[src/verilog/flash_ctl_defs.svh]
// constants for the flash command controller
`ifndef FLASH_CTL_DEFS_SVH
`define FLASH_CTL_DEFS_SVH
// software register offsets
`define REG_CMD        4'h0
`define REG_ADDR       4'h1
`define REG_WDATA      4'h2
`define REG_RESULT     4'h3
`define REG_IRQ_STATUS 4'h4
`define REG_IRQ_CLEAR  4'h5
`define REG_IRQ_ENABLE 4'h6
`define REG_STATE      4'h7
// flash command codes
`define FC_READ_ARRAY  8'hff
`define FC_READ_STATUS 8'h70
`define FC_CLEAR_STAT  8'h50
`define FC_WRITE_SETUP 8'h40
`define FC_ERASE_SETUP 8'h20
`define FC_ERASE_CONF  8'hd0
// status register bit positions
`define SR_READY       7
`define SR_ERASE_ERR   5
`define SR_WRITE_ERR   4
`define SR_SUPPLY_LOW  3
`define SR_DEFINED     8'hf8
// software command field codes
`define OP_READ        3'h1
`define OP_WRITE       3'h2
`define OP_ERASE       3'h3
`define OP_CLEAR       3'h4
`define OP_SLEEP       3'h5
`define OP_WAKE        3'h6
// timing in ns, and strobe count reload in clocks, one less than the strobe length
`define CLK_NS         8
`define WAKE_READ_NS   400
`define WAKE_WRITE_NS  1000
`define STROBE_CYC     4'h3
// interrupt bits
`define IRQ_DONE       0
`define IRQ_ERROR      1
`define IRQ_SUPPLY     2
`endif

[src/verilog/flash_ctl_pkg.sv]
// types shared by the flash command controller
package flash_ctl_pkg;
  typedef struct packed {
    logic        ce_n;
    logic        we_n;
    logic        oe_n;
    logic        rp_n;
    logic [19:0] addr;
  } flash_ctl_t;
  typedef enum logic [2:0] { BUS_IDLE, BUS_SETUP, BUS_STROBE, BUS_HOLD } bus_state_t;
  typedef enum logic [3:0] {
    ST_SLEEP, ST_WAKE, ST_IDLE, ST_CYC1, ST_CYC2, ST_POLL, ST_CHECK, ST_ARRAY, ST_READ, ST_CLEAR
  } seq_state_t;
endpackage

[src/verilog/flash_bus_cycle.sv]
// one asynchronous bus cycle on the flash pins
`timescale 1ns/10ps
`default_nettype none
`include "flash_ctl_defs.svh"
module flash_bus_cycle (
  input  wire logic       clk_sys,   // system clock
  input  wire logic       srst,      // sync reset
  input  wire logic       ce,        // clock enable
  input  wire logic       start,     // begin a cycle
  input  wire logic       is_write,  // 1 write, 0 read
  input  wire logic [7:0] wdata,     // data to drive
  input  wire logic [7:0] dq_in,     // data pins in
  output logic            busy,      // cycle in progress
  output logic            done,      // one-cycle finish pulse
  output logic [7:0]      rdata,     // captured read data
  output logic            ce_n,      // chip select
  output logic            we_n,      // write strobe
  output logic            oe_n,      // output enable
  output logic [7:0]      dq_out,    // data pins out
  output logic            dq_oe      // drive data pins
);
  flash_ctl_pkg::bus_state_t state, next_state;
  logic [3:0] cnt, next_cnt;
  logic [7:0] next_rdata;
  logic       wr, next_wr;
  // both select and strobe go low together only in the strobe phase
  always_comb begin
    next_state = state;
    next_cnt   = cnt;
    next_rdata = rdata;
    next_wr    = wr;
    case (state)
      flash_ctl_pkg::BUS_IDLE: if (start) begin
        next_wr    = is_write;
        next_state = flash_ctl_pkg::BUS_SETUP;
      end
      flash_ctl_pkg::BUS_SETUP: begin
        next_cnt   = `STROBE_CYC;
        next_state = flash_ctl_pkg::BUS_STROBE;
      end
      flash_ctl_pkg::BUS_STROBE: if (cnt == 4'h0) begin
        next_rdata = dq_in;
        next_state = flash_ctl_pkg::BUS_HOLD;
      end else begin
        next_cnt = cnt - 4'h1;
      end
      flash_ctl_pkg::BUS_HOLD: next_state = flash_ctl_pkg::BUS_IDLE;
      default: next_state = flash_ctl_pkg::BUS_IDLE;
    endcase
  end
  // pins are registered; data held through hold for write hold margin
  always_ff @(posedge clk_sys) begin
    if (srst) begin
      state <= flash_ctl_pkg::BUS_IDLE;
      cnt <= 4'h0;
      rdata <= 8'h00;
      wr <= 1'b0;
      busy <= 1'b0;
      done <= 1'b0;
      ce_n <= 1'b1;
      we_n <= 1'b1;
      oe_n <= 1'b1;
      dq_out <= 8'h00;
      dq_oe <= 1'b0;
    end else if (ce) begin
      state <= next_state;
      cnt <= next_cnt;
      rdata <= next_rdata;
      wr <= next_wr;
      busy <= next_state != flash_ctl_pkg::BUS_IDLE;
      done <= state == flash_ctl_pkg::BUS_HOLD;
      ce_n <= next_state != flash_ctl_pkg::BUS_STROBE;
      we_n <= !(next_state == flash_ctl_pkg::BUS_STROBE && next_wr);
      oe_n <= !(next_state == flash_ctl_pkg::BUS_STROBE && !next_wr);
      dq_out <= (state == flash_ctl_pkg::BUS_IDLE && start) ? wdata : dq_out;
      dq_oe <= next_state != flash_ctl_pkg::BUS_IDLE && next_wr;
    end
  end
endmodule
`default_nettype wire

[src/verilog/flash_ctl.sv]
// host controller that drives a byte-wide flash through its pins
//
// The implementer's own choices: the address-and-strobe port and the address map.
`timescale 1ns/10ps
`default_nettype none
`include "flash_ctl_defs.svh"
module flash_ctl #(
  parameter int WAKE_READ_CYC  = (`WAKE_READ_NS + `CLK_NS - 1) / `CLK_NS,   // rounded up
  parameter int WAKE_WRITE_CYC = (`WAKE_WRITE_NS + `CLK_NS - 1) / `CLK_NS
) (
  input  wire logic       clk_sys,            // 125 MHz clock
  input  wire logic       srst,               // sync reset, active high
  input  wire logic       ce,                 // clock enable
  input  wire logic [3:0] addr,               // register address
  input  wire logic [31:0] wdata,             // register write data
  input  wire logic       wr,                 // write strobe
  input  wire logic       rd,                 // read strobe
  output logic [31:0]     rdata,              // read data, cycle after rd
  output logic            irq,                // level interrupt
  output logic [19:0]     flash_addr,         // flash address pins
  output logic            chip_select_n,      // flash chip select
  output logic            write_strobe_n,     // flash write strobe
  output logic            output_enable_n,    // flash output enable
  output logic            power_down_reset_n, // flash reset/power-down
  output logic [7:0]      dq_out,             // data pins out
  output logic            dq_oe,              // drive data pins
  input  wire logic [7:0] dq_in,              // data pins in
  input  wire logic       ready_busy_n        // flash ready/busy
);
  // ************************************************************
  // sequencer state
  // ************************************************************
  flash_ctl_pkg::seq_state_t state, next_state;
  flash_ctl_pkg::flash_ctl_t pins;
  logic [2:0]  op, next_op;
  logic [19:0] fa, next_fa;
  logic [7:0]  wd, next_wd;
  logic [7:0]  result, next_result;
  logic [15:0] wake_cnt, next_wake_cnt;
  logic        rp, next_rp;
  logic        array_mode, next_array_mode;
  logic        sticky_low, next_sticky_low;
  logic [2:0]  ev;
  logic        bstart, bis_wr, bbusy, bdone, bce_n, bwe_n, boe_n, bdq_oe;
  logic [7:0]  bwd, brd, bdq;
  logic        go;

  // sleep must accept the wake op, its own branch drops every other op
  assign go = wr && addr == `REG_CMD && (state == flash_ctl_pkg::ST_IDLE || state == flash_ctl_pkg::ST_SLEEP);

  // ************************************************************
  // pin cycle engine
  // ************************************************************
  flash_bus_cycle u_cyc (
    .clk_sys  (clk_sys),
    .srst     (srst),
    .ce       (ce),
    .start    (bstart),
    .is_write (bis_wr),
    .wdata    (bwd),
    .dq_in    (dq_in),
    .busy     (bbusy),
    .done     (bdone),
    .rdata    (brd),
    .ce_n     (bce_n),
    .we_n     (bwe_n),
    .oe_n     (boe_n),
    .dq_out   (bdq),
    .dq_oe    (bdq_oe)
  );

  // sequencing: every flash command is a pin cycle started from here
  always_comb begin
    next_state = state;
    next_op = op;
    next_fa = fa;
    next_wd = wd;
    next_result = result;
    next_wake_cnt = (wake_cnt != 16'h0) ? wake_cnt - 16'h1 : wake_cnt;
    next_rp = rp;
    next_array_mode = array_mode;
    next_sticky_low = sticky_low;
    bstart = 1'b0;
    bis_wr = 1'b1;
    bwd = `FC_READ_STATUS;
    ev = 3'h0;
    case (state)
      flash_ctl_pkg::ST_SLEEP: if (go && wdata[2:0] == `OP_WAKE) begin
        next_rp = 1'b1;
        // the longer wake delay covers both reads and strobes
        next_wake_cnt = 16'(WAKE_WRITE_CYC > WAKE_READ_CYC ? WAKE_WRITE_CYC : WAKE_READ_CYC);
        next_state = flash_ctl_pkg::ST_WAKE;
      end
      flash_ctl_pkg::ST_WAKE: if (wake_cnt == 16'h0) begin
        next_array_mode = 1'b1; // device wakes in read-array mode
        ev[`IRQ_DONE] = 1'b1;
        next_state = flash_ctl_pkg::ST_IDLE;
      end
      flash_ctl_pkg::ST_IDLE: if (go) begin
        next_op = wdata[2:0];
        next_fa = wdata[27:8];
        next_wd = wdata[7:0];
        case (wdata[2:0])
          `OP_SLEEP: begin
            next_rp = 1'b0; // flash ignores everything else meanwhile
            ev[`IRQ_DONE] = 1'b1;
            next_state = flash_ctl_pkg::ST_SLEEP;
          end
          `OP_WRITE, `OP_ERASE: begin
            if (sticky_low) begin
              ev[`IRQ_SUPPLY] = 1'b1; // refused until cleared
            end else begin
              next_state = flash_ctl_pkg::ST_CYC1;
            end
          end
          `OP_READ: next_state = array_mode ? flash_ctl_pkg::ST_READ : flash_ctl_pkg::ST_ARRAY;
          `OP_CLEAR: next_state = flash_ctl_pkg::ST_CLEAR;
          default: ev[`IRQ_ERROR] = 1'b1;
        endcase
      end
      flash_ctl_pkg::ST_CYC1: begin
        // setup then confirm: a single cycle alone never alters the array
        bstart = !bbusy && !bdone; // the finish cycle must not relaunch the setup
        bwd = (op == `OP_WRITE) ? `FC_WRITE_SETUP : `FC_ERASE_SETUP;
        next_array_mode = 1'b0;
        if (bdone) next_state = flash_ctl_pkg::ST_CYC2;
      end
      flash_ctl_pkg::ST_CYC2: begin
        bstart = !bbusy && !bdone;
        bwd = (op == `OP_WRITE) ? wd : `FC_ERASE_CONF;
        if (bdone) next_state = flash_ctl_pkg::ST_POLL;
      end
      flash_ctl_pkg::ST_POLL: if (ready_busy_n && !bbusy) begin // completion first
        bstart = 1'b1;
        bis_wr = 1'b0;
        next_state = flash_ctl_pkg::ST_CHECK;
      end
      flash_ctl_pkg::ST_CHECK: if (bdone) begin
        next_result = brd & `SR_DEFINED;
        if (!brd[`SR_READY]) begin
          next_state = flash_ctl_pkg::ST_POLL;
        end else begin
          ev[`IRQ_DONE] = 1'b1;
          ev[`IRQ_ERROR] = brd[`SR_WRITE_ERR] | brd[`SR_ERASE_ERR];
          ev[`IRQ_SUPPLY] = brd[`SR_SUPPLY_LOW];
          next_sticky_low = sticky_low | brd[`SR_SUPPLY_LOW];
          next_state = flash_ctl_pkg::ST_IDLE;
        end
      end
      flash_ctl_pkg::ST_ARRAY: begin
        bstart = !bbusy && !bdone;
        bwd = `FC_READ_ARRAY;
        if (bdone) begin
          next_array_mode = 1'b1;
          next_state = flash_ctl_pkg::ST_READ;
        end
      end
      flash_ctl_pkg::ST_READ: begin
        bstart = !bbusy && !bdone;
        bis_wr = 1'b0;
        if (bdone) begin
          next_result = brd;
          ev[`IRQ_DONE] = 1'b1;
          next_state = flash_ctl_pkg::ST_IDLE;
        end
      end
      flash_ctl_pkg::ST_CLEAR: begin
        bstart = !bbusy && !bdone;
        bwd = `FC_CLEAR_STAT;
        next_array_mode = 1'b0;
        if (bdone) begin
          next_sticky_low = 1'b0;
          ev[`IRQ_DONE] = 1'b1;
          next_state = flash_ctl_pkg::ST_IDLE;
        end
      end
      default: next_state = flash_ctl_pkg::ST_IDLE;
    endcase
  end

  // ************************************************************
  // interrupt and register file
  // ************************************************************
  logic [2:0]  irq_status, next_irq_status, irq_enable, next_irq_enable;
  logic [31:0] next_rdata;
  logic        busy_flag;
  assign busy_flag = state != flash_ctl_pkg::ST_IDLE && state != flash_ctl_pkg::ST_SLEEP;
  // a new event wins over a same-cycle clear
  always_comb begin
    next_irq_status = irq_status;
    next_irq_enable = irq_enable;
    next_rdata = 32'h0;
    if (wr && addr == `REG_IRQ_CLEAR) next_irq_status = irq_status & ~wdata[2:0];
    next_irq_status = next_irq_status | ev;
    if (wr && addr == `REG_IRQ_ENABLE) next_irq_enable = wdata[2:0];
    if (rd) begin
      case (addr)
        `REG_RESULT:     next_rdata = {24'h0, result};
        `REG_IRQ_STATUS: next_rdata = {29'h0, irq_status};
        `REG_IRQ_ENABLE: next_rdata = {29'h0, irq_enable};
        `REG_STATE:      next_rdata = {26'h0, ready_busy_n, sticky_low, array_mode, rp, busy_flag, 1'b0};
        default:         next_rdata = 32'h0;
      endcase
    end
  end

  always_comb begin
    pins.ce_n = bce_n; // chip select and strobe low only together
    pins.we_n = bwe_n;
    pins.oe_n = boe_n;
    pins.rp_n = rp;
    pins.addr = fa;
  end

  // reset leaves the flash in power-down until software wakes it
  always_ff @(posedge clk_sys) begin
    if (srst) begin
      state <= flash_ctl_pkg::ST_SLEEP;
      op <= 3'h0;
      fa <= 20'h0;
      wd <= 8'h00;
      result <= 8'h00;
      wake_cnt <= 16'h0;
      rp <= 1'b0;
      array_mode <= 1'b0;
      sticky_low <= 1'b0;
      irq_status <= 3'h0;
      irq_enable <= 3'h0;
      rdata <= 32'h0;
      irq <= 1'b0;
      flash_addr <= 20'h0;
      chip_select_n <= 1'b1;
      write_strobe_n <= 1'b1;
      output_enable_n <= 1'b1;
      power_down_reset_n <= 1'b0; // a cut write or erase is not resumed, software reissues it
      dq_out <= 8'h00;
      dq_oe <= 1'b0;
    end else if (ce) begin
      state <= next_state;
      op <= next_op;
      fa <= next_fa;
      wd <= next_wd;
      result <= next_result;
      wake_cnt <= next_wake_cnt;
      rp <= next_rp;
      array_mode <= next_array_mode;
      sticky_low <= next_sticky_low;
      irq_status <= next_irq_status;
      irq_enable <= next_irq_enable;
      rdata <= next_rdata;
      irq <= |(next_irq_status & next_irq_enable);
      flash_addr <= pins.addr;
      chip_select_n <= pins.ce_n;
      write_strobe_n <= pins.we_n;
      output_enable_n <= pins.oe_n;
      power_down_reset_n <= pins.rp_n;
      dq_out <= bdq;
      dq_oe <= bdq_oe;
    end
  end
endmodule
`default_nettype wire

[config.mk]
export PLATFORM = sky130hd
export DESIGN_NAME = flash_ctl
export DESIGN_NICKNAME = d
export VERILOG_FILES = /design/src/verilog/flash_ctl_pkg.sv /design/src/verilog/flash_bus_cycle.sv /design/src/verilog/flash_ctl.sv
export VERILOG_INCLUDE_DIRS = /design/src /design/src/verilog
export SDC_FILE = /design/constraint.sdc
export NUM_CORES = 1
export LEC_CHECK = 0
export BUFFER_PORTS_ARGS = -buffer_cell sky130_fd_sc_hd__buf_2
export CORE_ASPECT_RATIO = 1.4
export CORE_MARGIN = 10
export CORE_UTILIZATION = 56
export CTS_CLUSTER_DIAMETER = 30
export DETAILED_ROUTE_END_ITERATION = 8
export GPL_ROUTABILITY_DRIVEN = 0
export PLACE_DENSITY = 0.76
export SLEW_MARGIN = 15
export SYNTH_ARGS = -nofsm -noshare
export SYNTH_HDL_FRONTEND = slang
export SYNTH_SLANG_ARGS = --single-unit
[constraint.sdc]
create_clock -name clk_sys -period 2.18 [get_ports clk_sys]
set_input_delay 0.436 -clock clk_sys [delete_from_list [all_inputs] [get_ports clk_sys]]
set_output_delay 0.436 -clock clk_sys [all_outputs]
set_load 0.03 [all_outputs]
======== After elaboration in Yosys (flattened, before gate mapping) ========
Index checks and enable logic that the tools add are counted.
word-level totals
  register bits after elaboration ......... 164
  bits in latches ......................... 0
  memory bits (writable) .................. 0
  ROM bits ................................ 0
  input bits .............................. 50
  output and inout port bits .............. 66
  word-level logic and storage cells ...... 188
  memories kept ........................... 0
operators by class
  add/subtract/negate cells ............... 2
  $mul .................................... 0
  divide/modulo/power cells ............... 0
  order comparisons ....................... 0
  equality and inequality tests ........... 43
  shift operators ......................... 0
  multiplexer cells ....................... 60
  bitwise operators ....................... 6
  reduce and logical (&&, ||, !) cells .... 46
operators by type and width
  cell                     number
  $pmux W8 S4              2
  $mux W16                 3
  $mux W4                  12
  $pmux W4 S9              1
  $eq A4 B3 Y1 const B     8
  $mux W8                  4
  $mux W3                  8
  $ne A2 B1 Y1 const B     10
  $eq A3 B2 Y1 const B     6
  $mux W1                  18
  $logic_not A16 Y1        1
  $pmux W4 S4              1
  $pmux W8 S2              1
  $reduce_bool A16 Y1      1
  $sub A16 B1 Y16 const B  1
  $eq A4 B2 Y1 const B     3
  $logic_and A1 B1 Y1      12
  $logic_not A4 Y1         3
  $reduce_and A12 Y1       1
  $reduce_and A5 Y1        2
  $reduce_or A5 Y1         2
  $eq A3 B3 Y1 const B     3
  $pmux W3 S3              1
  $reduce_and A3 Y1        3
  other kinds (29)         50

======== Logic depth before layout (Yosys ltp) ========
Gate-level depths: netlist of the first run.
  depth in word-level cells ............... 9
  depth in mapped cells ................... 9
  gate-level depth less buffers ........... 7

======== Hierarchy ========
Synthesis of the first run repeated with hierarchy kept, for this count alone.
second synthesis, totals
  cells, all modules ...................... 736
  area, all modules ....................... 6358.6 um^2
by module, submodules not included
  module           times used  cells each  area an instance (um^2)  seq. area each (um^2)
  flash_ctl        1           601         5068.6                   2142.1
  flash_bus_cycle  1           135         1290.0                   600.6

======== Worst setup path after synthesis of the first run ========
Ideal clock, no wire load.
  path type ............................... input -> register
  start point ............................. in addr[1]
  end point ............................... reg fa[0]
  data arrival time ....................... 1.878 ns
  slack ................................... 0.170 ns
  stages on the path ...................... 8
  path buffers ............................ 3
  path through ............................ clkbuf_1 -> nor4b_1 -> nor2b_1 -> buf_4 -> nand4_1 -> clkbuf_1 -> nand2_1 -> a21oi_1
between the ends
  longest elaborated chain between the ends .. 4
ends and longest elaborated chain
  item                           RTL line          source
  start: declaration             flash_ctl.sv:14   input wire logic [3:0] addr,
  $logic_not A4 Y1 (no line)     n/a
  $logic_and A1 B1 Y1 (no line)  n/a
  $logic_and A1 B1 Y1            flash_ctl.sv:49   assign go = wr && addr == `REG_CMD && (state == flash_ctl_pkg::ST_IDLE || state == flash_ctl_pkg::ST_SLEEP);
  $reduce_and A3 Y1 (no line)    n/a
  end signal: assignment         flash_ctl.sv:241  fa <= next_fa;
  end: declaration               flash_ctl.sv:36   logic [19:0] fa, next_fa;
No other way between the ends.
A chain may end at the register's enable or synchronous reset.

======== Worst setup path after layout of the first run ========
  start point ............................. reg state[3]
  end point ............................... reg state[2]
between the ends
  longest elaborated chain between the ends .. 6
ends and longest elaborated chain
  item                                              RTL line                          source
  start: declaration                                flash_ctl.sv:33                   flash_ctl_pkg::seq_state_t state, next_state;
  start signal: assignment                          flash_ctl.sv:218                  state <= flash_ctl_pkg::ST_SLEEP;
  start signal: assignment                          flash_ctl.sv:239                  state <= next_state;
  $eq A4 B2 Y1 or $logic_not A4 Y1 (tied branches)  flash_ctl.sv:49, flash_ctl.sv:87
  $logic_or A1 B1 Y1                                flash_ctl.sv:49
  $logic_and A1 B1 Y1                               flash_ctl.sv:49
  $logic_and A1 B1 Y1 (no line)                     n/a
  $ne A2 B1 Y1 (no line)                            n/a
  $reduce_and A12 Y1 (no line)                      n/a
Several ways; a longest one is shown, not always the timed one.

==> run summary, run 1 <==
Crit path max fanout: 9
Max incr delay on CP: 0.54 ns
DRT antenna net count: 0
Number of placed I/O pins: 116
# Post-CTS Setup Buffers: 0
Total Die Area: 0.0161 mm^2
Most frequent cell after synthesis: dfxtp_1
DPL Wire Length: 11500 um
Tmin final: 2.11 ns
Slew HR: 62.9%
# clock sinks: 137
Diodes inserted: 0
Post-Syn Area per Cell: 8.74 um^2
WHS: 0.249 ns
Netlist cell types: 77
Final wirelength: 16300 um
Vias/cell: 5.64
Synthesized instance count: 727
Worst Path Arrival: 2.43 ns
Wirelength per Cell: 16.7 um
Final Hold Fails: 0
Row count: 46
First-pass GRT wire length: 26900 um
Largest net degree at the start of global routing: 121
Drt drc: 0
Post-Syn Area: 0.00635 mm^2
CTS Hold Bufs: 0
Clk Latency, worst-skew pair: 0.43 ns
Total CTS buffers: 17
Cell leakage power: 3.23 nW
Vias: 5530
Crit end category: register
Status: complete, no violations
YS warnings: 0
Die Y: 146 um
Initial antenna violation count: 0
EDFF count, synth: 0
Nets: 878
Main synth FF type: dfxtp_1
Clock Tree Buf Depth: 2
Initial Util: 56.6%
Critical path type: register to register
Synth area leaders: dfxtp_1 43%, mux2i_1 8.5%, nor2_1 5.9%
Tot Pwr: 7.18 mW
Vias in the first global route: 5596
Power Density: 950 mW/mm^2
Worst-case vdd ir drop: 0.606 mV
Max Clock Skew: 0.00928 ns
CTS root buf: clkbuf_16
CP cell instances: nor2_1, a22o_1, a221o_1, or3_4, a211oi_1
Most frequent cells after synthesis: 137 x dfxtp_1, 100 x nor2_1, 84 x nand2_1
Max Cap Viol: 0
RSZ-0062 raised after global routing: true
Crit share post-route: 96.6%
Clock slew seen by the registers of the worst setup and hold paths: 0.07 ns
Share of cells above drive strength 1: 21.6%
Slew Viols, Final: 0
CTS H-tree lvls: 4
Hold WC Path Type: primary input to register
Seq/Total Area, Yosys: 43.2%
Final setup viols: 0
FFs w/ async S/R, synth: 0%
Least-Margin Pin Slew: 0.554 ns
Slowest cell on the critical path: dfxtp_1
Startpoint Class: register
Gr usage total: 20.5%
Core Region: 0.0112 mm^2
Iter 0 DRT Violations: 354
Die X: 110 um
Max Clock Freq: 475 MHz
CTS tree: done
Synthesized flop and latch total: 137
Required @ worst endpoint: 2.50 ns
Largest area contributor in the synthesized netlist: dfxtp_1
GR Overflow Total: 0
Count of input and output buffers: 87
Fill cells: 934
Pre-antenna DRT Iters: 5
Area share of the largest cell type after synthesis: 43.2%
Layout area overhead: 19.0%
metrics by stage:
stage	cells	TNS (ns)	cell area, um^2	setup WS [ns]	utilization, %
after floorplan	750	0	6440	0.170	-
after global placement	949	0	6990	0.0683	62.2
after detailed placement	949	0	6990	0.0444	62.2
after CTS	981	0	7560	0.0995	67.4
after global routing	981	-0.000407	7560	-0.000407	67.4
final	981	0	7560	0.0734	67.4
critical path: cells and delay by family, from the launching register on:
family          cells  cell delay [ns]
compound gates      3             0.92
simple gates        2             0.55
flops               1             0.54
power breakdown:
part | switching [mW] | total (mW) | leakage (nW) | internal [mW]
sequential | 0.192 | 2.85 | 1.11 | 2.66
clock | 1.26 | 2.79 | 0.290 | 1.53
combinational | 0.835 | 1.54 | 1.83 | 0.701
layer usage:
layer	vias to the layer above	GRT usage (%)	wire length [um]
li1	2701	-	-
met1	2578	23.1	6470
met2	217	34.7	8360
met3	34	5.90	1130
met4	0	8.88	380
met5	-	0	0
repair_timing:
item / CTS / global route
resized for setup: 0 / 1
endpoints found under the hold margin: 0 / 0
setup endpoints to repair: 0 / 2
flip-flops by register name, indices dropped and copies added, names as in the netlist, 6 cells and up:
name,cells
wake_cnt,16
fa,20
flash_addr,20
rdata,8
dq_out,8
u_cyc.dq_out,8
u_cyc.rdata,8
result,8
wd,6
cell families after synthesis:
family,synth area share [%]
buffers and inverters,7.19
multiplexers,9.92
other,0.0590
AO/OA/AOI/OAI,14.7
adder cells (fa/ha/maj),0.788
AND/OR/NAND/NOR,22.1
flip-flops,43.2
XOR/XNOR,2.07
layout make-up:
| type | instances | area (um^2) | area share (%) |
|---|---|---|---|
| clock inverters | 15 | 150 | 1.99 |
| inverters | 18 | 67.6 | 0.893 |
| well taps | 144 | 180 | 2.38 |
| flip-flops and latches | 137 | 2740 | 36.3 |
| repair buffers | 124 | 753 | 9.96 |
| clock buffers | 17 | 425 | 5.62 |
| multi-input cells | 526 | 3240 | 42.9 |
cells in the final DEF, fill, tap and decap left out, types with 5 or more instances in the layout:
master	n
mux2_2	6
mux2i_1	54
inv_8	9
a21oi_1	51
nor2b_1	9
xor2_1	14
dfxtp_1	137
a22oi_1	12
o21ai_0	17
nand4_1	8
buf_2	86
nand3_1	11
nor2_1	100
nand2_1	84
a31oi_1	5
nor3_1	13
a211oi_1	10
clkbuf_16	17
conb_1	24
o41ai_1	6
inv_1	17
buf_4	35
nand2b_1	8
o31ai_1	5
final timing paths:
kind	from	to	slack [ns]	depth (start not counted)
setup / recovery	state[3]$_SDFFE_PP0P_	state[2]$_SDFFE_PP0P_	0.07	5
hold / removal	wdata[12]	fa[4]$_SDFFE_PP0P_	0.25	3
hold reg to reg	fa[1]$_SDFFE_PP0P_	fa[1]$_SDFFE_PP0P_	0.45	2
setup reg to reg	state[3]$_SDFFE_PP0P_	state[2]$_SDFFE_PP0P_	0.07	5
Note: power is estimated with default switching activity, not from simulation.
==> run 2, diff against run 1 <==
--- a/config.mk
+++ b/config.mk
@@ -13,7 +13,7 @@
 export CTS_CLUSTER_DIAMETER = 30
 export DETAILED_ROUTE_END_ITERATION = 8
 export GPL_ROUTABILITY_DRIVEN = 0
-export PLACE_DENSITY = 0.76
+export PLACE_DENSITY = 0.79
 export SLEW_MARGIN = 15
 export SYNTH_ARGS = -nofsm -noshare
 export SYNTH_HDL_FRONTEND = slang
==> run 2 against run 1 <==
Effect of this change: non-clock buffer count unchanged; clock skew decreased by 0.0032 ns; flip-flop and latch count unchanged; critical endpoint is now u_cyc.dq_out[2]$_SDFFE_PP0P_; largest cell class unchanged.
==> run summary, run 2 (same netlist as run 1, synthesis figures left out) <==
Final Hold Fails: 0 (unchanged)
Max Clock Skew: 0.00611 ns (-0.00317 ns)
Total CTS buffers: 17 (unchanged)
DPL Wire Length: 11600 um (+0.24%)
Required @ worst endpoint: 2.48 ns (-0.02 ns)
Fill cells: 904 (-3.2%)
Total Die Area: 0.0161 mm^2 (unchanged)
Tmin final: 2.07 ns (-0.0397 ns)
Post-route insts no fill: 981 (unchanged)
Multi-input logic area: 0.00324 mm^2 (about the same)
Count of input and output buffers: 87 (unchanged)
Internal: 5.11 mW (+4.3%)
Slew Viols, Final: 0 (unchanged)
Crit share post-route: 94.8% (-1.8 points)
Die Y: 146 um (unchanged)
Drt drc: 0 (unchanged)
Slew HR: 59.2% (-3.8 points)
Number of placed I/O pins: 116 (unchanged)
Combinational share of power: 21.2% (-0.2 points)
Finished Core Util: 67.7% (+0.32 points)
Vias/cell: 5.72 (+1.4%)
Cell leakage power: 3.24 nW (+0.23%)
Initial antenna violation count: 0 (unchanged)
Diodes inserted: 0 (unchanged)
Worst Path Arrival: 2.36 ns (-0.07 ns)
Die X: 110 um (unchanged)
Final wirelength: 16200 um (-0.75%)
Status: complete, no violations
Worst-case vdd ir drop: 0.566 mV (-6.6%)
Critical path type: register to register
Sequential group share of total power: 39.2% (-0.5 points)
Largest registers: fa: 20 flops, flash_addr: 20 flops, wake_cnt: 16 flops
Hold WC Path Type: primary input to register
CTS root buf: clkbuf_16
Crit path max fanout: 8 (-1)
CTS Hold Bufs: 0 (unchanged)
Clock Tree Buf Depth: 2 (unchanged)
Nets: 878 (unchanged)
Dpl cell area: 0.00700 mm^2 (+0.18%)
Net Sw Frac: 30.0% (-1.9 points)
Final setup viols: 0 (unchanged)
RSZ-0062 raised after global routing: false
Max Cap Viol: 0 (unchanged)
Startpoint Class: register
# clock sinks: 137 (unchanged)
Gr usage total: 20.2% (-0.33 points)
# Post-CTS Setup Buffers: 0 (unchanged)
Commonest non-fill, non-tap cells in the layout: 136 x dfxtp_1, 100 x nor2_1, 86 x buf_2, 84 x nand2_1, 54 x mux2i_1
WHS: 0.257 ns (+0.00823 ns)
DRT antenna net count: 0 (unchanged)
Initial Util: 56.6% (unchanged)
Max Clock Freq: 484 MHz (+1.9%)
Layout area overhead: 19.6%
Setup_tns: 0 ns (unchanged)
GR Overflow Total: 0 (unchanged)
Core Region: 0.0112 mm^2 (unchanged)
Vias in the first global route: 5625 (+0.52%)
Largest net degree at the start of global routing: 121 (unchanged)
Row count: 46 (unchanged)
Wirelength per Cell: 16.5 um (-0.75%)
Power Density: 959 mW/mm^2 (+1.0%)
Sequential Area: 0.00274 mm^2 (about the same)
Clock slew seen by the registers of the worst setup and hold paths: 0.06 ns (about the same)
Clock power share: 39.6% (+0.7 points)
Cell area after layout: 0.00760 mm^2 (+0.48%)
DP Cell Count: 949 (unchanged)
Least-Margin Pin Slew: 0.607 ns (+0.0524 ns)
Pre-antenna DRT Iters: 5 (unchanged)
Share of cells above drive strength 1: 21.6% (unchanged)
CTS tree: done
Crit end category: register
First-pass GRT wire length: 26800 um (-0.64%)
Most common cell after layout, fill and taps aside: dfxtp_1
NetSw: 2.18 mW (-4.5%)
Vias: 5607 (+1.4%)
Clk Latency, worst-skew pair: 0.41 ns (-0.02 ns)
CTS H-tree lvls: 4 (unchanged)
Iter 0 DRT Violations: 467 (+32%)
-- run 2: cell types whose count changed in the layout (fill, tap and decap cells not counted), sizes merged --
cell / delta
bufinv: +2
clkbuf: +1
clkinv: +2
clkinvlp: +2
inv: -7
-- run 2: area by class of cell --
cell class / count / share of cell area (%)
sequential: 137 / 36.1
tap: 144 / 2.37
inverter: 18 / 0.889
multi-input combinational: 526 / 42.7
clock buffer: 18 / 5.78
clock inverter: 14 / 2.12
timing repair buffer: 124 / 10.1
-- run 2: final timing paths --
check | start | end | slack (ns) | depth (start not counted)
setup / recovery | state[2]$_SDFFE_PP0P_ | u_cyc.dq_out[2]$_SDFFE_PP0P_ | 0.11 | 5
hold / removal | dq_in[7] | u_cyc.rdata[7]$_SDFFE_PP0P_ | 0.26 | 3
setup reg to reg | state[2]$_SDFFE_PP0P_ | u_cyc.dq_out[2]$_SDFFE_PP0P_ | 0.11 | 5
hold reg to reg | fa[13]$_SDFFE_PP0P_ | fa[13]$_SDFFE_PP0P_ | 0.45 | 2
-- run 2: repair_timing --
| item | in CTS | in global routing |
|---|---|---|
| resized for setup | 0 | 1 |
| endpoints found under the hold margin | 0 | 0 |
| setup endpoints to repair | 0 | 3 |
-- run 2: worst max-delay path, cell delays in order, from the launching register on --
cell,delay (ns)
dfxtp_1,0.39
or3b_1,0.39
a21oi_1,0.26
o21a_1,0.21
o211ai_2,0.28
mux2_1,0.41
-- run 2: through the flow --
| stage | power (mW) | setup slack [ns] |
|---|---|---|
| after global routing | 7.58 | 0.000649 |
| after CTS | 7.31 | 0.0908 |
| after floorplan | 4.04 | 0.170 |
| final | 7.29 | 0.113 |
| after detailed placement | 4.45 | 0.0307 |
| after global placement | 4.34 | 0.130 |
-- run 2: power by group through the flow --
stage / clock [mW] / combinational (mW) / sequential [mW]
global placement: 0 / 1.46 / 2.89
finish: 2.89 / 1.55 / 2.86
floorplan: 0 / 1.17 / 2.87
CTS: 2.91 / 1.54 / 2.86
global route: 3.03 / 1.68 / 2.87
detailed placement: 0 / 1.54 / 2.91
-- run 2: per-layer routing --
layer / track usage (%) / part of all wire [%]
met3: 5.24 / 7.3
met4: 9.73 / 3.5
met1: 22.7 / 38
met5: 0 / 0
met2: 34.2 / 51
==> run 3, diff against run 2 <==
--- a/config.mk
+++ b/config.mk
@@ -9,11 +9,11 @@
 export BUFFER_PORTS_ARGS = -buffer_cell sky130_fd_sc_hd__buf_2
 export CORE_ASPECT_RATIO = 1.4
 export CORE_MARGIN = 10
-export CORE_UTILIZATION = 56
+export CORE_UTILIZATION = 50
 export CTS_CLUSTER_DIAMETER = 30
 export DETAILED_ROUTE_END_ITERATION = 8
 export GPL_ROUTABILITY_DRIVEN = 0
-export PLACE_DENSITY = 0.79
+export PLACE_DENSITY = 0.75
 export SLEW_MARGIN = 15
 export SYNTH_ARGS = -nofsm -noshare
 export SYNTH_HDL_FRONTEND = slang
==> constraint.sdc (replaced) <==
create_clock -name clk_sys -period 1.85 [get_ports clk_sys]
set_input_delay 0.37 -clock clk_sys [delete_from_list [all_inputs] [get_ports clk_sys]]
set_output_delay 0.37 -clock clk_sys [all_outputs]
set_load 0.03 [all_outputs]
==> run 3 against run 2 <==
Effect of this change: the run now ends with setup timing left; via count is 3.6% higher; final area grew 7.1%; worst hold slack got worse by 0.065 ns; non-clock buffer count is 51 higher; critical path type unchanged; critical endpoint is now state[1]$_SDFFE_PP0P_.
==> run summary, run 3 (same netlist as run 1, synthesis figures left out) <==
Status: finished with violations
Violated checks: setup timing
DRT antenna net count: 0 (unchanged)
CTS tree: done
Vias in the first global route: 5871 (+4.4%)
Worst Path Arrival: 2.27 ns (-0.09 ns)
Clk Latency, worst-skew pair: 0.41 ns (about the same)
Initial antenna violation count: 0 (unchanged)
Final setup margin: -0.0922 ns (-0.205 ns)
Nets: 929 (+5.8%)
Count of input and output buffers: 87 (unchanged)
Share of cells above drive strength 1: 28.6% (+7.0 points)
Commonest non-fill, non-tap cells in the layout: 131 x dfxtp_1, 99 x nor2_1, 87 x buf_2, 83 x nand2_1, 81 x buf_4
# clock sinks: 137 (unchanged)
Slew HR: 65.3% (+6.1 points)
Critical path type: register to register
Die X: 115 um (+4.8%)
Iter 0 DRT Violations: 380 (-19%)
Drt drc: 0 (unchanged)
Gr usage total: 18.9% (-1.4 points)
Tot Pwr: 8.98 mW (+23%)
Layout area overhead: 28.1%
DP Cell Count: 998 (+5.2%)
Largest net degree at the start of global routing: 46 (-62%)
DPL Wire Length: 12300 um (+6.0%)
Die Y: 153 um (+5.0%)
Max Cap Viol: 0 (unchanged)
WP buf/inv: 1 (+1)
GR Overflow Total: 0 (unchanged)
Max Clock Freq: 515 MHz (+6.4%)
Tmin final: 1.94 ns (-0.125 ns)
Post-route insts no fill: 1038 (+5.8%)
Clock Tree Buf Depth: 2 (unchanged)
Wirelength per Cell: 16.7 um (+1.2%)
Core Region: 0.0124 mm^2 (+10%)
Least-Margin Pin Slew: 0.513 ns (-0.0932 ns)
Worst-case vdd ir drop: 0.755 mV (+33%)
Largest registers: fa: 20 flops, flash_addr: 20 flops, wake_cnt: 16 flops
CP delay by family, top: simple AND/OR/NAND/NOR gates
Finished Core Util: 65.8% (-1.9 points)
Fill cells: 992 (+9.7%)
Hold WC Path Type: primary input to register
Power Density: 1100 mW/mm^2 (+15%)
Cell leakage power: 3.53 nW (+9.0%)
Total CTS buffers: 17 (unchanged)
Pre-antenna DRT Iters: 5 (unchanged)
Slew Viols, Final: 0 (unchanged)
Crit share post-route: 105% (+10 points)
Final setup viols: 2 (+2)
Max incr delay on CP: 0.53 ns (+0.12 ns)
Total Die Area: 0.0177 mm^2 (+10%)
CTS root buf: clkbuf_16
Crit path max fanout: 5 (-3)
Number of placed I/O pins: 116 (unchanged)
Final wirelength: 17400 um (+7.0%)
Vias/cell: 5.60 (-2.1%)
Max Clock Skew: 0.00942 ns (+0.00330 ns)
RSZ-0062 raised after global routing: true
Clock slew seen by the registers of the worst setup and hold paths: 0.06 ns (about the same)
First-pass GRT wire length: 27600 um (+3.2%)
CP cell instances: buf_2, or3b_4, nor2_4, a211oi_1, or4_1, a21oi_1
Final Hold Fails: 0 (unchanged)
Crit end category: register
CTS H-tree lvls: 4 (unchanged)
Row count: 48 (+4.3%)
Initial Util: 51.4% (-5.3 points)
Most common cell after layout, fill and taps aside: dfxtp_1
Startpoint Class: register
Required @ worst endpoint: 2.18 ns (-0.30 ns)
Vias: 5810 (+3.6%)
Diodes inserted: 0 (unchanged)
Slowest cell on the critical path: or4_1
-- run 3: path summary, 6_finish.rpt --
check	from	to	slack, ns	depth (start not counted)
max	state[0]$_SDFFE_PP0P_	state[1]$_SDFFE_PP0P_	-0.09	6
min	dq_in[0]	u_cyc.rdata[0]$_SDFFE_PP0P_	0.19	3
max reg2reg	state[0]$_SDFFE_PP0P_	state[1]$_SDFFE_PP0P_	-0.09	6
min reg2reg	fa[17]$_SDFFE_PP0P_	fa[17]$_SDFFE_PP0P_	0.45	2
-- run 3: routing by layer --
layer | track usage, % | up-vias | wire (um)
met5 | 0 | - | 0
met4 | 8.39 | 0 | 604
met3 | 5.37 | 54 | 1030
met2 | 33.1 | 201 | 9090
met1 | 20.1 | 2754 | 6640
li1 | - | 2801 | -
-- run 3: stage by stage --
| step | instance area, um^2 | hold WS, ns | TNS [ns] | setup slack [ns] |
|---|---|---|---|---|
| 6_report | 8140 | 0.192 | -0.177 | -0.0922 |
| 3_5_place_dp | 7360 | 0.445 | -3.63 | -0.128 |
| 5_1_grt | 8140 | 0.185 | -0.486 | -0.138 |
| 2_1_floorplan | 6490 | 0.427 | 0 | 0.00246 |
| 4_1_cts | 8010 | 0.177 | 0 | 0.000406 |
| 3_3_place_gp | 7360 | 0.434 | -2.06 | -0.0776 |
-- run 3: layout make-up --
class / count / area (um^2) / area share (%)
Clock inverter: 11 / 134 / 1.64
Inverter: 18 / 67.6 / 0.830
Sequential cell: 137 / 2760 / 33.8
Timing Repair Buffer: 175 / 1170 / 14.3
Multi-Input combinational cell: 526 / 3370 / 41.4
Tap cell: 150 / 188 / 2.30
Clock buffer: 21 / 460 / 5.65
-- run 3: power by group --
| group | internal, mW | switching (mW) |
|---|---|---|
| sequential | 3.14 | 0.219 |
| clock | 2.08 | 1.30 |
| combinational | 1.07 | 1.17 |
-- run 3: worst register-to-register path: cells and delay by family (launching register included) --
| kind | cells | cell delay, ns |
|---|---|---|
| flops | 1 | 0.36 |
| compound gates | 2 | 0.27 |
| buf+inv | 1 | 0.17 |
| simple gates | 3 | 1.07 |
-- run 3: timing repair --
action                                  in CTS  in global routing
pin swaps                                    2                  7
hold buffers                                 0                  0
gates resized for setup                     14                 21
setup buffers                                0                  7
endpoints found under the hold margin        0                  0
endpoints found under the setup margin      14                 20
gates cloned                                 0                  1
